## src/pkg/ptcs_map.vh

```
`ifndef PTCS_MAP_VH
`define PTCS_MAP_VH
// ----------------------------------------
// register addresses
// ----------------------------------------
`define PTCS_ADDR_OUT_CTRL 8'h1b
`define PTCS_ADDR_SLIP_CTRL 8'h1c
`define PTCS_ADDR_RSVD_A 8'h1d
`define PTCS_ADDR_TEMP_CTRL 8'h1e
`define PTCS_ADDR_STATUS 8'h1f
`define PTCS_ADDR_RSVD_B 8'h20
`define PTCS_ADDR_TEMP_READ 8'h21
`define PTCS_ADDR_RSVD_C 8'h22
// ----------------------------------------
// field positions
// ----------------------------------------
`define PTCS_OUT_EN_BIT 7
`define PTCS_OUT_MASK_LO 8
`define PTCS_OUT_MASK_HI 10
`define PTCS_STEP_LO 0
`define PTCS_STEP_HI 3
`define PTCS_OVR_BIT 4
`define PTCS_PDRST_BIT 5
`define PTCS_TEMP_EN_BIT 0
// ----------------------------------------
// reset values
// ----------------------------------------
`define PTCS_RST_OUT_CTRL 24'h000000
`define PTCS_RST_SLIP_CTRL 24'h000020
`define PTCS_RST_TEMP_CTRL 24'h000000
`define PTCS_RST_RSVD_B 24'h000020
`define PTCS_RST_TEMP_READ 7'h1f
`define PTCS_RST_LOCK_THRESH 10'h040
`endif

```

## src/core/ptcs_regs.v

```verilog
`timescale 1ns/100ps
`include "ptcs_map.vh"
module ptcs_regs #(
  parameter DATA_W = 24
) (
  input wire sys_clk,
  input wire reset,
  // register port: one-cycle write or read strobe
  input wire [7:0] reg_addr,
  input wire [DATA_W-1:0] reg_wdata,
  input wire reg_write,
  input wire reg_read,
  output reg [DATA_W-1:0] reg_rdata,
  output reg reg_rvalid,
  // lock detect threshold from the neighbouring register
  input wire [9:0] lock_thresh,
  // reference cycles counted inside the timing window
  input wire [9:0] lock_window_count,
  input wire lock_window_done,
  // register 1 bit 15 gate
  input wire slip_global_en,
  input wire phase_error_full_cycle,
  input wire [2:0] modulator_overflow_flags,
  input wire sweep_active_flag,
  // sensor sample trigger and signed temperature in degrees celsius
  input wire temp_sample_strobe,
  input wire signed [9:0] temp_celsius,
  // pad data from the output selector
  input wire [2:0] aux_pad_data,
  output wire [2:0] aux_output_pin_data,
  output wire [2:0] aux_output_pin_oe,
  output wire slip_guard_active,
  output reg slip_guard_kick,
  output reg slip_guard_retard,
  output reg [3:0] slip_guard_step,
  output wire detector_reset,
  output wire charge_pump_hiz,
  output wire temp_sensor_enable,
  output wire lock_flag
);
  // ----------------------------------------
  // writable registers, temperature code and lock state
  // ----------------------------------------
  reg [DATA_W-1:0] out_ctrl;
  reg [DATA_W-1:0] slip_ctrl;
  reg [DATA_W-1:0] temp_ctrl;
  reg [6:0] temp_code;
  reg lock_state;
  wire wr_out;
  wire wr_slip;
  wire wr_temp;

  // ----------------------------------------
  // address decode
  // ----------------------------------------
  // only the three writable words get a write strobe
  function addr_hit;
    input strobe;
    input [7:0] addr;
    input [7:0] target;
    begin
      addr_hit = strobe && (addr == target);
    end
  endfunction

  // read-only and reserved addresses have no write path
  assign wr_out = addr_hit(reg_write, reg_addr, `PTCS_ADDR_OUT_CTRL);
  assign wr_slip = addr_hit(reg_write, reg_addr, `PTCS_ADDR_SLIP_CTRL);
  assign wr_temp = addr_hit(reg_write, reg_addr, `PTCS_ADDR_TEMP_CTRL);

  // ----------------------------------------
  // output control word
  // ----------------------------------------
  always @(posedge sys_clk) begin
    if (reset) begin
      out_ctrl <= `PTCS_RST_OUT_CTRL;
    end else if (wr_out) begin
      out_ctrl <= reg_wdata;
    end
  end

  // ----------------------------------------
  // slip guard control word
  // ----------------------------------------
  always @(posedge sys_clk) begin
    if (reset) begin
      slip_ctrl <= `PTCS_RST_SLIP_CTRL;
    end else if (wr_slip) begin
      slip_ctrl <= reg_wdata;
    end
  end

  // ----------------------------------------
  // temperature sensor control word
  // ----------------------------------------
  always @(posedge sys_clk) begin
    if (reset) begin
      temp_ctrl <= `PTCS_RST_TEMP_CTRL;
    end else if (wr_temp) begin
      temp_ctrl <= reg_wdata;
    end
  end

  // ----------------------------------------
  // output pads
  // ----------------------------------------
  wire drive_en = out_ctrl[`PTCS_OUT_EN_BIT];
  wire [2:0] pad_dis = out_ctrl[`PTCS_OUT_MASK_HI:`PTCS_OUT_MASK_LO];

  // a pad drives only with the global enable up and its own mask bit clear
  function pad_on;
    input en_in;
    input dis_in;
    begin
      pad_on = en_in && !dis_in;
    end
  endfunction

  assign aux_output_pin_oe[0] = pad_on(drive_en, pad_dis[0]);
  assign aux_output_pin_oe[1] = pad_on(drive_en, pad_dis[1]);
  assign aux_output_pin_oe[2] = pad_on(drive_en, pad_dis[2]);
  assign aux_output_pin_data = aux_pad_data;

  // ----------------------------------------
  // slip guard
  // ----------------------------------------
  wire [3:0] step = slip_ctrl[`PTCS_STEP_HI:`PTCS_STEP_LO];
  wire ovr = slip_ctrl[`PTCS_OVR_BIT];
  wire pd_rst_n = slip_ctrl[`PTCS_PDRST_BIT];
  assign slip_guard_active = (step != 4'h0) && pd_rst_n && slip_global_en;
  // override set: software bit drives reset; clear: logic leaves it released
  assign detector_reset = ovr ? ~pd_rst_n : 1'b0;
  assign charge_pump_hiz = detector_reset;

  // ----------------------------------------
  // slip guard outputs
  // ----------------------------------------
  // no kick while the detector is held in reset
  always @(posedge sys_clk) begin
    if (reset) begin
      slip_guard_kick <= 1'b0;
    end else begin
      slip_guard_kick <= slip_guard_active && phase_error_full_cycle
        && !detector_reset;
    end
  end

  // first step bit picks the direction
  always @(posedge sys_clk) begin
    if (reset) begin
      slip_guard_retard <= 1'b0;
    end else begin
      slip_guard_retard <= step[0];
    end
  end

  always @(posedge sys_clk) begin
    if (reset) begin
      slip_guard_step <= 4'h0;
    end else begin
      slip_guard_step <= step;
    end
  end

  // ----------------------------------------
  // temperature sensor
  // ----------------------------------------
  assign temp_sensor_enable = temp_ctrl[`PTCS_TEMP_EN_BIT];
  wire signed [10:0] t_off = {temp_celsius[9], temp_celsius} + 11'sd40;
  // (t+40)/17.5 == 2*(t+40)/35
  wire [11:0] t_dbl = {t_off[10:0], 1'b0};

  function [6:0] temp_quant;
    input signed [10:0] off;
    input [11:0] dbl;
    reg [11:0] quot;
    begin
      quot = dbl / 12'd35;
      if (off < 11'sd0) begin
        temp_quant = 7'h00;
      end else if (dbl >= 12'd245) begin
        temp_quant = 7'h07;
      end else begin
        temp_quant = quot[6:0];
      end
    end
  endfunction

  always @(posedge sys_clk) begin
    if (reset) begin
      temp_code <= `PTCS_RST_TEMP_READ;
    end else if (temp_sensor_enable && temp_sample_strobe) begin
      temp_code <= temp_quant(t_off, t_dbl);
    end
  end

  // ----------------------------------------
  // lock detect
  // ----------------------------------------
  always @(posedge sys_clk) begin
    if (reset) begin
      lock_state <= 1'b0;
    end else if (lock_window_done) begin
      lock_state <= (lock_window_count >= lock_thresh);
    end
  end
  assign lock_flag = lock_state;

  // ----------------------------------------
  // read path
  // ----------------------------------------
  reg [DATA_W-1:0] next_rdata;
  always @* begin
    next_rdata = {DATA_W{1'b0}};
    case (reg_addr)
      `PTCS_ADDR_OUT_CTRL: begin
        next_rdata = out_ctrl;
      end
      `PTCS_ADDR_SLIP_CTRL: begin
        next_rdata = slip_ctrl;
      end
      `PTCS_ADDR_RSVD_A: begin
        next_rdata = {DATA_W{1'b0}};
      end
      `PTCS_ADDR_TEMP_CTRL: begin
        next_rdata = temp_ctrl;
      end
      `PTCS_ADDR_STATUS: begin
        next_rdata = {{(DATA_W-6){1'b0}}, sweep_active_flag, 1'b0,
          modulator_overflow_flags, lock_state};
      end
      `PTCS_ADDR_RSVD_B: begin
        next_rdata = `PTCS_RST_RSVD_B;
      end
      `PTCS_ADDR_TEMP_READ: begin
        next_rdata = {{(DATA_W-7){1'b0}}, temp_code};
      end
      `PTCS_ADDR_RSVD_C: begin
        next_rdata = {DATA_W{1'b0}};
      end
      default: begin
        next_rdata = {DATA_W{1'b0}};
      end
    endcase
  end

  // ----------------------------------------
  // read answer
  // ----------------------------------------
  // valid pulses one cycle after each read strobe
  always @(posedge sys_clk) begin
    if (reset) begin
      reg_rvalid <= 1'b0;
    end else begin
      reg_rvalid <= reg_read;
    end
  end

  // data holds until the next read
  always @(posedge sys_clk) begin
    if (reset) begin
      reg_rdata <= {DATA_W{1'b0}};
    end else if (reg_read) begin
      reg_rdata <= next_rdata;
    end
  end
endmodule // ptcs_regs

```

## config.mk

```make
export PLATFORM = sky130hd
export DESIGN_NAME = ptcs_regs
export DESIGN_NICKNAME = d
export VERILOG_FILES = /design/src/core/ptcs_regs.v
export VERILOG_INCLUDE_DIRS = /design/src /design/src/pkg
export SDC_FILE = /design/constraint.sdc
export NUM_CORES = 1
export LEC_CHECK = 0
export CORE_MARGIN = 3
export CORE_UTILIZATION = 60
export DETAILED_ROUTE_END_ITERATION = 8
export DONT_BUFFER_PORTS = 1
export GPL_TIMING_DRIVEN = 1
export PLACE_DENSITY = 0.81
export SLEW_MARGIN = 20
export SYNTH_ARGS = -nofsm -noshare
export SYNTH_HDL_FRONTEND = slang
export SYNTH_SLANG_ARGS = --single-unit
```

## constraint.sdc

```tcl
create_clock -name sys_clk -period 17.4 [get_ports sys_clk]
set_input_delay 4.35 -clock sys_clk [delete_from_list [all_inputs] [get_ports sys_clk]]
set_output_delay 4.35 -clock sys_clk [all_outputs]
set_load 0.01 [all_outputs]
```

==> impl_metrics.json, run 1 <==
{
  "drive_gt1_frac": 0.0527,
  "outcome": "completed",
  "design.portCount": 119,
  "viasPerCell": 6.55,
  "setup_viol": 0,
  "crit_chain": "ha_1 > o21ai_1 > xnor2_1 > o21ai_0 > a221oi_1 > nand3_1 > or2_2 > mux2i_1 > o22a_1 > o41a_1 > mux2i_1 > nand2b_1 > o21a_4 > xnor2_1 > ha_1 > xnor2_1 > xnor2_1 > or3b_2 > mux2i_1 > or3_1 > nor4b_1 > nand4bb_1 > a32o_1 > a21oi_1",
  "yosys.area.top_type": "dfxtp_1",
  "finalSetupTns_ps": 0,
  "grt_pass1_vias": 5709,
  "synth_cells": 838,
  "critPathLaunchType": "input pin",
  "rows": 36,
  "ys_top_cells_by_area": "dfxtp_1 35%, nand2_1 11%, a21oi_1 8.9%, nor2_1 5.0%, mux2i_1 3.7%",
  "seqCellArea_sq_mm": 0.00220,
  "clk_latency_ps": 370,
  "vias": 6089,
  "hold_buffers": 0,
  "synth_seq_area_share": 0.350,
  "synth-edff-count": 0,
  "clock_path_buffers": 2,
  "vdd.ir_drop.worst_uv": 40.8,
  "finClkSkew_ps": 10.2,
  "synth-seq-cells": 110,
  "grt_usage": 0.295,
  "cap_viol_max_count": 0,
  "nets": 882,
  "p_leak_nw": 2.20,
  "crit_fanout": 23,
  "cp.required_ps": 17660,
  "dp_worst_setup_slack_ps": 6730,
  "drc": 0,
  "start_util": 0.629,
  "post_synth.cell_area_avg_sq_um": 7.50,
  "critPathMostFrequentCell": "xnor2_1",
  "gr-total-overflow": 0,
  "cp_slowest_stage_delay_ps": 530,
  "die_x_um": 108,
  "post_cts_buffers": 0,
  "r2r_slack_ps": 15940,
  "fmax_mhz": 96.0,
  "multiInputGateArea_sq_mm": 0.00375,
  "drt_iter0_markers": 752,
  "arrival_ps": 10680,
  "post-route-period-util": 0.599,
  "dp_hpwl_mm": 12.1,
  "yosysWarnings": 0,
  "grt-busiest-layer": "met2",
  "ys.flop_type": "dfxtp_1",
  "fin_crit_ps": 10420,
  "wire_per_inst_um": 18.7,
  "io_buffer_count": 0,
  "setup_ws_ps": 6980,
  "slew_viol_final": 0,
  "tightest_slew_ps": 1070,
  "synthDistinctLibCells": 73,
  "use_met3": 0.0693,
  "n_antenna_cell": 0,
  "antenna_left": 0,
  "netlist_area_sq_mm": 0.00629,
  "power_density_mw_per_mm2": 93.9,
  "htreeDepth": 3,
  "grt_pass1_wl_mm": 28.0,
  "synthArstFlopShare": 0,
  "root_buffer": "clkbuf_8",
  "fin_area_sq_mm": 0.00641,
  "final_common_cell": "nand2_1",
  "cts_sinks": 110,
  "path_class": "input pin to flip-flop",
  "post_cts_resized": 0,
  "max-slew-margin-rel": 0.285,
  "routed_wl_mm": 17.4,
  "dieArea_sq_mm": 0.0117,
  "finalHoldViolCount": 0,
  "nFillCells": 892,
  "grt_util_met2": 0.483,
  "grt_max_degree": 112,
  "total_power_mw": 0.602,
  "die_h_um": 108,
  "cts_tree": "built",
  "synthesis.nets": 928,
  "layout_common_cells": "178 x nand2_1, 112 x a21oi_1, 110 x dfxtp_1",
  "antenna_found_initial": 0,
  "design.core.area_sq_mm": 0.0100,
  "cp-end-kind": "flip-flop",
  "synthToLayoutAreaGrowth_pct": 1.89,
  "drtPass1Iterations": 6,
  "hold_path_class": "flip-flop to flip-flop",
  "cts_buffers": 9,
  "slowest_stage": "mux2i_1",
  "fin_util": 0.641,
  "grt_util_met1": 0.391,
  "rsz0062_at_grt": "false",
  "place_congestion": 0.890,
  "synth_top_area_share": 0.350,
  "clk_pin_slew_ps": 110,
  "placed_area_sq_mm": 0.00622
}
[kinds of logic after synthesis]
family,synth area share
and+or+nand+nor,0.252
AOI/OAI and AO/OA,0.247
DFF,0.350
buffers and inverters,0.0535
muxes,0.0420
xor gates and xnor gates,0.0277
adders and majority gates,0.0275
[metal layers]
layer	routed length (um)	share of wire	up-vias
met5	0	0	-
met4	362	0.021	0
met3	1870	0.11	30
met2	7960	0.46	334
met1	7230	0.41	2848
li1	-	-	2877
[sequential cells by signal, indices dropped and copies added, names as in the netlist]
name             flops
out_ctrl            24
slip_guard_step      4
reg_rdata           24
lock_flag            1
temp_code            7
slip_guard_kick      1
temp_ctrl           24
slip_ctrl           24
reg_rvalid           1
[per-stage QoR]
stage          hold WS (ps)  instances
6_report                460        930
3_5_place_dp            441        914
4_1_cts                 457        930
2_1_floorplan           426        838
3_3_place_gp            435        914
5_1_grt                 473        930
[power breakdown]
part	switching [mW]	total, mW	internal [mW]	leakage [nW]
logic	0.124	0.205	0.0809	1.22
clock network	0.0893	0.144	0.0547	0.0940
registers	0.000803	0.253	0.252	0.887
[worst max-delay path: cells and delay by family]
family | cells | cell delay (ps)
AOI/OAI and AO/OA | 8 | 2020
xor gates and xnor gates | 4 | 900
adders and majority gates | 2 | 570
muxes | 3 | 810
and+or+nand+nor | 7 | 2010
[final timing paths]
| path | startpoint | end | cells past startpoint |
|---|---|---|---|
| setup / recovery | temp_celsius[3] | temp_code[0] | 24 |
| hold / removal | slip_ctrl[21] | slip_ctrl[21] | 2 |
| setup reg to reg | temp_ctrl[0] | temp_code[0] | 5 |
| hold reg to reg | slip_ctrl[21] | slip_ctrl[21] | 2 |
[Yosys cell counts (all sizes together) (10+ instances only)]
library cell,number
clkbuf,48
mux2i,23
a21oi,113
nand3,14
nor2b,12
inv,18
xnor2,16
dfxtp,110
nor3,14
nand2,178
o21ai,25
a222oi,17
buf,13
ha,13
nor2,83
a31oi,10
[cell type report]
type / count / share of cell area
inverter: 19 / 0.0111
clock buffer: 10 / 0.0199
tap: 133 / 0.0260
clock inverter: 6 / 0.00879
sequential: 110 / 0.344
multi-input combinational: 648 / 0.586
timing repair buffer: 4 / 0.00469
Power figures use the tool's default switching activity.
==> run 2: changes to the inputs <==
--- a/config.mk
+++ b/config.mk
@@ -6,8 +6,9 @@
 export SDC_FILE = /design/constraint.sdc
 export NUM_CORES = 1
 export LEC_CHECK = 0
+export ABC_AREA = 1
 export CORE_MARGIN = 3
-export CORE_UTILIZATION = 60
+export CORE_UTILIZATION = 58
 export DETAILED_ROUTE_END_ITERATION = 8
 export DONT_BUFFER_PORTS = 1
 export GPL_TIMING_DRIVEN = 1
==> constraint.sdc (replaced) <==
create_clock -name sys_clk -period 9.5 [get_ports sys_clk]
set_input_delay 2.375 -clock sys_clk [delete_from_list [all_inputs] [get_ports sys_clk]]
set_output_delay 2.375 -clock sys_clk [all_outputs]
set_load 0.01 [all_outputs]
==> run 2 against run 1 <==
Net effect: highest routed layer unchanged; register-to-register slack worse by 7500 ps; die area increased by 0.89%; largest power group is now combinational logic; non-clock buffer count is 1 higher; design area grew 0.23%; sequential power increased by 83%; global-route usage fell by 4.6 points; via count decreased by 9.4%.
==> impl_metrics.json, run 2 <==
{
  "outcome": "completed",
  "drt_iter0_markers": 299,
  "synth-edff-count": 0,
  "cap_viol_max_count": 0,
  "critPathMostFrequentCell": "nand2_1",
  "io_buffer_count": 0,
  "viasPerCell": 5.48,
  "worst_r2r_endpoint": "reg_rdata[1]",
  "rows": 36,
  "post-route-period-util": 0.646,
  "synth.most_common_cell": "nand2_1",
  "wire_per_inst_um": 14.3,
  "path_class": "input pin to flip-flop",
  "cts_sinks": 110,
  "synth_fa_ha_area_frac": 0.0265,
  "synth_cells": 892,
  "cp_slowest_stage_delay_ps": 210,
  "dpl.cell_count": 990,
  "placed_area_sq_mm": 0.00617,
  "die_x_um": 109,
  "fin_area_sq_mm": 0.00642,
  "netlist_area_sq_mm": 0.00613,
  "grt_pass1_vias": 5070,
  "fin_util": 0.639,
  "setup.worst_path.end": "temp_code[0]",
  "vdd.ir_drop.worst_uv": 230,
  "hold_buffers": 0,
  "synthMuxAreaShare": 0,
  "reg2reg_from": "temp_ctrl[1]",
  "synth_common_cells": "194 x nand2_1, 115 x inv_1, 110 x dfxtp_1",
  "nets": 958,
  "synth-seq-cells": 110,
  "die_h_um": 109,
  "synth_top_area_share": 0.359,
  "ff2ff_path_depth": 6,
  "synth-xor-area-share": 0.00714,
  "clk_latency_ps": 370,
  "critPathTopFamily": "simple AND/OR/NAND/NOR gates",
  "drive_gt1_frac": 0.116,
  "finClkSkew_ps": 11.4,
  "critPathLaunchType": "input pin",
  "clk_pin_slew_ps": 100,
  "antenna_found_initial": 0,
  "design.portCount": 119,
  "dp_hpwl_mm": 10.3,
  "crit_fanout": 10,
  "nFillCells": 858,
  "cp.required_ps": 9770,
  "grt_pass1_wl_mm": 23.8,
  "fin_crit_ps": 6140,
  "cts_tree": "built",
  "synth_seq_area_share": 0.359,
  "place_congestion": 0.899,
  "htreeDepth": 3,
  "final_common_cell": "nand2_1",
  "ys.flop_type": "dfxtp_1",
  "synthToLayoutAreaGrowth_pct": 4.67,
  "arrival_ps": 6410,
  "synthDistinctLibCells": 37,
  "power_density_mw_per_mm2": 225,
  "cts_buffers": 9,
  "post_cts_buffers": 0,
  "drtPass1Iterations": 5,
  "grt_usage": 0.249,
  "grt_max_degree": 50,
  "drc": 0,
  "post_cts_resized": 0,
  "post_synth.cell_area_avg_sq_um": 6.88,
  "synth_compound_area_frac": 0.207,
  "yosysWarnings": 0,
  "slowest_stage": "ha_1",
  "layout_common_cells": "194 x nand2_1, 115 x inv_1, 110 x dfxtp_1",
  "routed_wl_mm": 14.4,
  "ys_top_cells_by_area": "dfxtp_1 36%, nand2_1 12%, a21oi_1 8.2%, inv_1 7.0%, o21ai_0 6.6%",
  "hold_path_class": "flip-flop to flip-flop",
  "gr-total-overflow": 0,
  "critPathLaunch": "temp_celsius[3]",
  "tightest_slew_ps": 982,
  "finalSetupTns_ps": 0,
  "design.core.area_sq_mm": 0.0100,
  "setup_viol": 0,
  "synth_top_family_by_area": "simple AND/OR/NAND/NOR gates",
  "fmax_mhz": 163,
  "synthArstFlopShare": 0,
  "layout.cells.non_filler": 1006,
  "synthesis.nets": 982,
  "start_util": 0.611,
  "cp-end-kind": "flip-flop",
  "root_buffer": "clkbuf_8",
  "hp-start": "temp_code[5]",
  "rsz0062_at_grt": "false",
  "path_depth": 42,
  "yosys.area.top_type": "dfxtp_1",
  "antenna_left": 0,
  "max-slew-margin-rel": 0.343,
  "slew_viol_final": 0,
  "r2r_slack_ps": 8390,
  "n_antenna_cell": 0,
  "clock_path_buffers": 2,
  "vias": 5515,
  "finalHoldViolCount": 0,
  "dieArea_sq_mm": 0.0118,
  "yosys.area_share.simple": 0.291,
  "path_buf_inv": 5,
  "p_leak_nw": 2.57
}
run 2: changes by cell type in the layout (fill, tap and decap cells not counted), sizes merged, moves of 11 or more:
cell    change
inv       +114
o21ai      +63
nand3      +50
nand2      +48
nor2       -31
mux2i      -23
a222oi     -17
xnor2      -15
nor2b      -12
nor3       -11
o22ai      +11
run 2: where the power goes:
group | internal, mW | switching [mW]
clock | 0.184 | 0.160
combinational | 0.214 | 0.422
sequential | 0.462 | 0.00107
run 2: worst min-delay path by stage:
stage / to / slack [ps] / cells past startpoint
2_1_floorplan: temp_code[5] / 420 / 2
3_3_place_gp: temp_code[5] / 430 / 2
3_5_place_dp: temp_code[5] / 430 / 2
4_1_cts: temp_code[5] / 450 / 2
5_1_grt: slip_ctrl[9] / 480 / 2
6_report: temp_code[5] / 450 / 2
run 2: cell families (layout without fill, tap and decap cells):
family	after synthesis	count (layout)
buffers and inverters	174	155
and+or+nand+nor	360	360
adders and majority gates	13	13
DFF	110	110
AOI/OAI and AO/OA	230	230
xor gates and xnor gates	5	5
run 2: area by class of cell:
cell class	count	area, sq um	area share
Clock buffer	10	138	0.0214
Clock inverter	6	115	0.0179
Inverter	134	503	0.0783
Multi-Input combinational cell	608	3260	0.508
Sequential cell	110	2200	0.343
Tap cell	133	166	0.0259
Timing Repair Buffer	5	37.5	0.00585
run 2: metrics by stage:
| step | total power, mW | hold WS (ps) | setup WS, ps |
|---|---|---|---|
| after floorplan | 1.03 | 419 | 3390 |
| after global placement | 1.10 | 431 | 3080 |
| after detailed placement | 1.11 | 432 | 2980 |
| after CTS | 1.44 | 447 | 3370 |
| after global routing | 1.56 | 477 | 2800 |
| final | 1.44 | 446 | 3360 |
run 2: worst register-to-register path, cell delays in order (launching register included):
cell and delay (ps):
dfxtp_1 310, inv_1 80, o21ai_0 90, a21oi_1 180, o221ai_1 140, nand2_1 150, a21oi_1 70
run 2: per-layer routing:
layer / track usage / wire (um)
met4: 0.0676 / 188
met5: 0 / 0
met3: 0.0687 / 1200
met1: 0.306 / 6060
met2: 0.429 / 6950
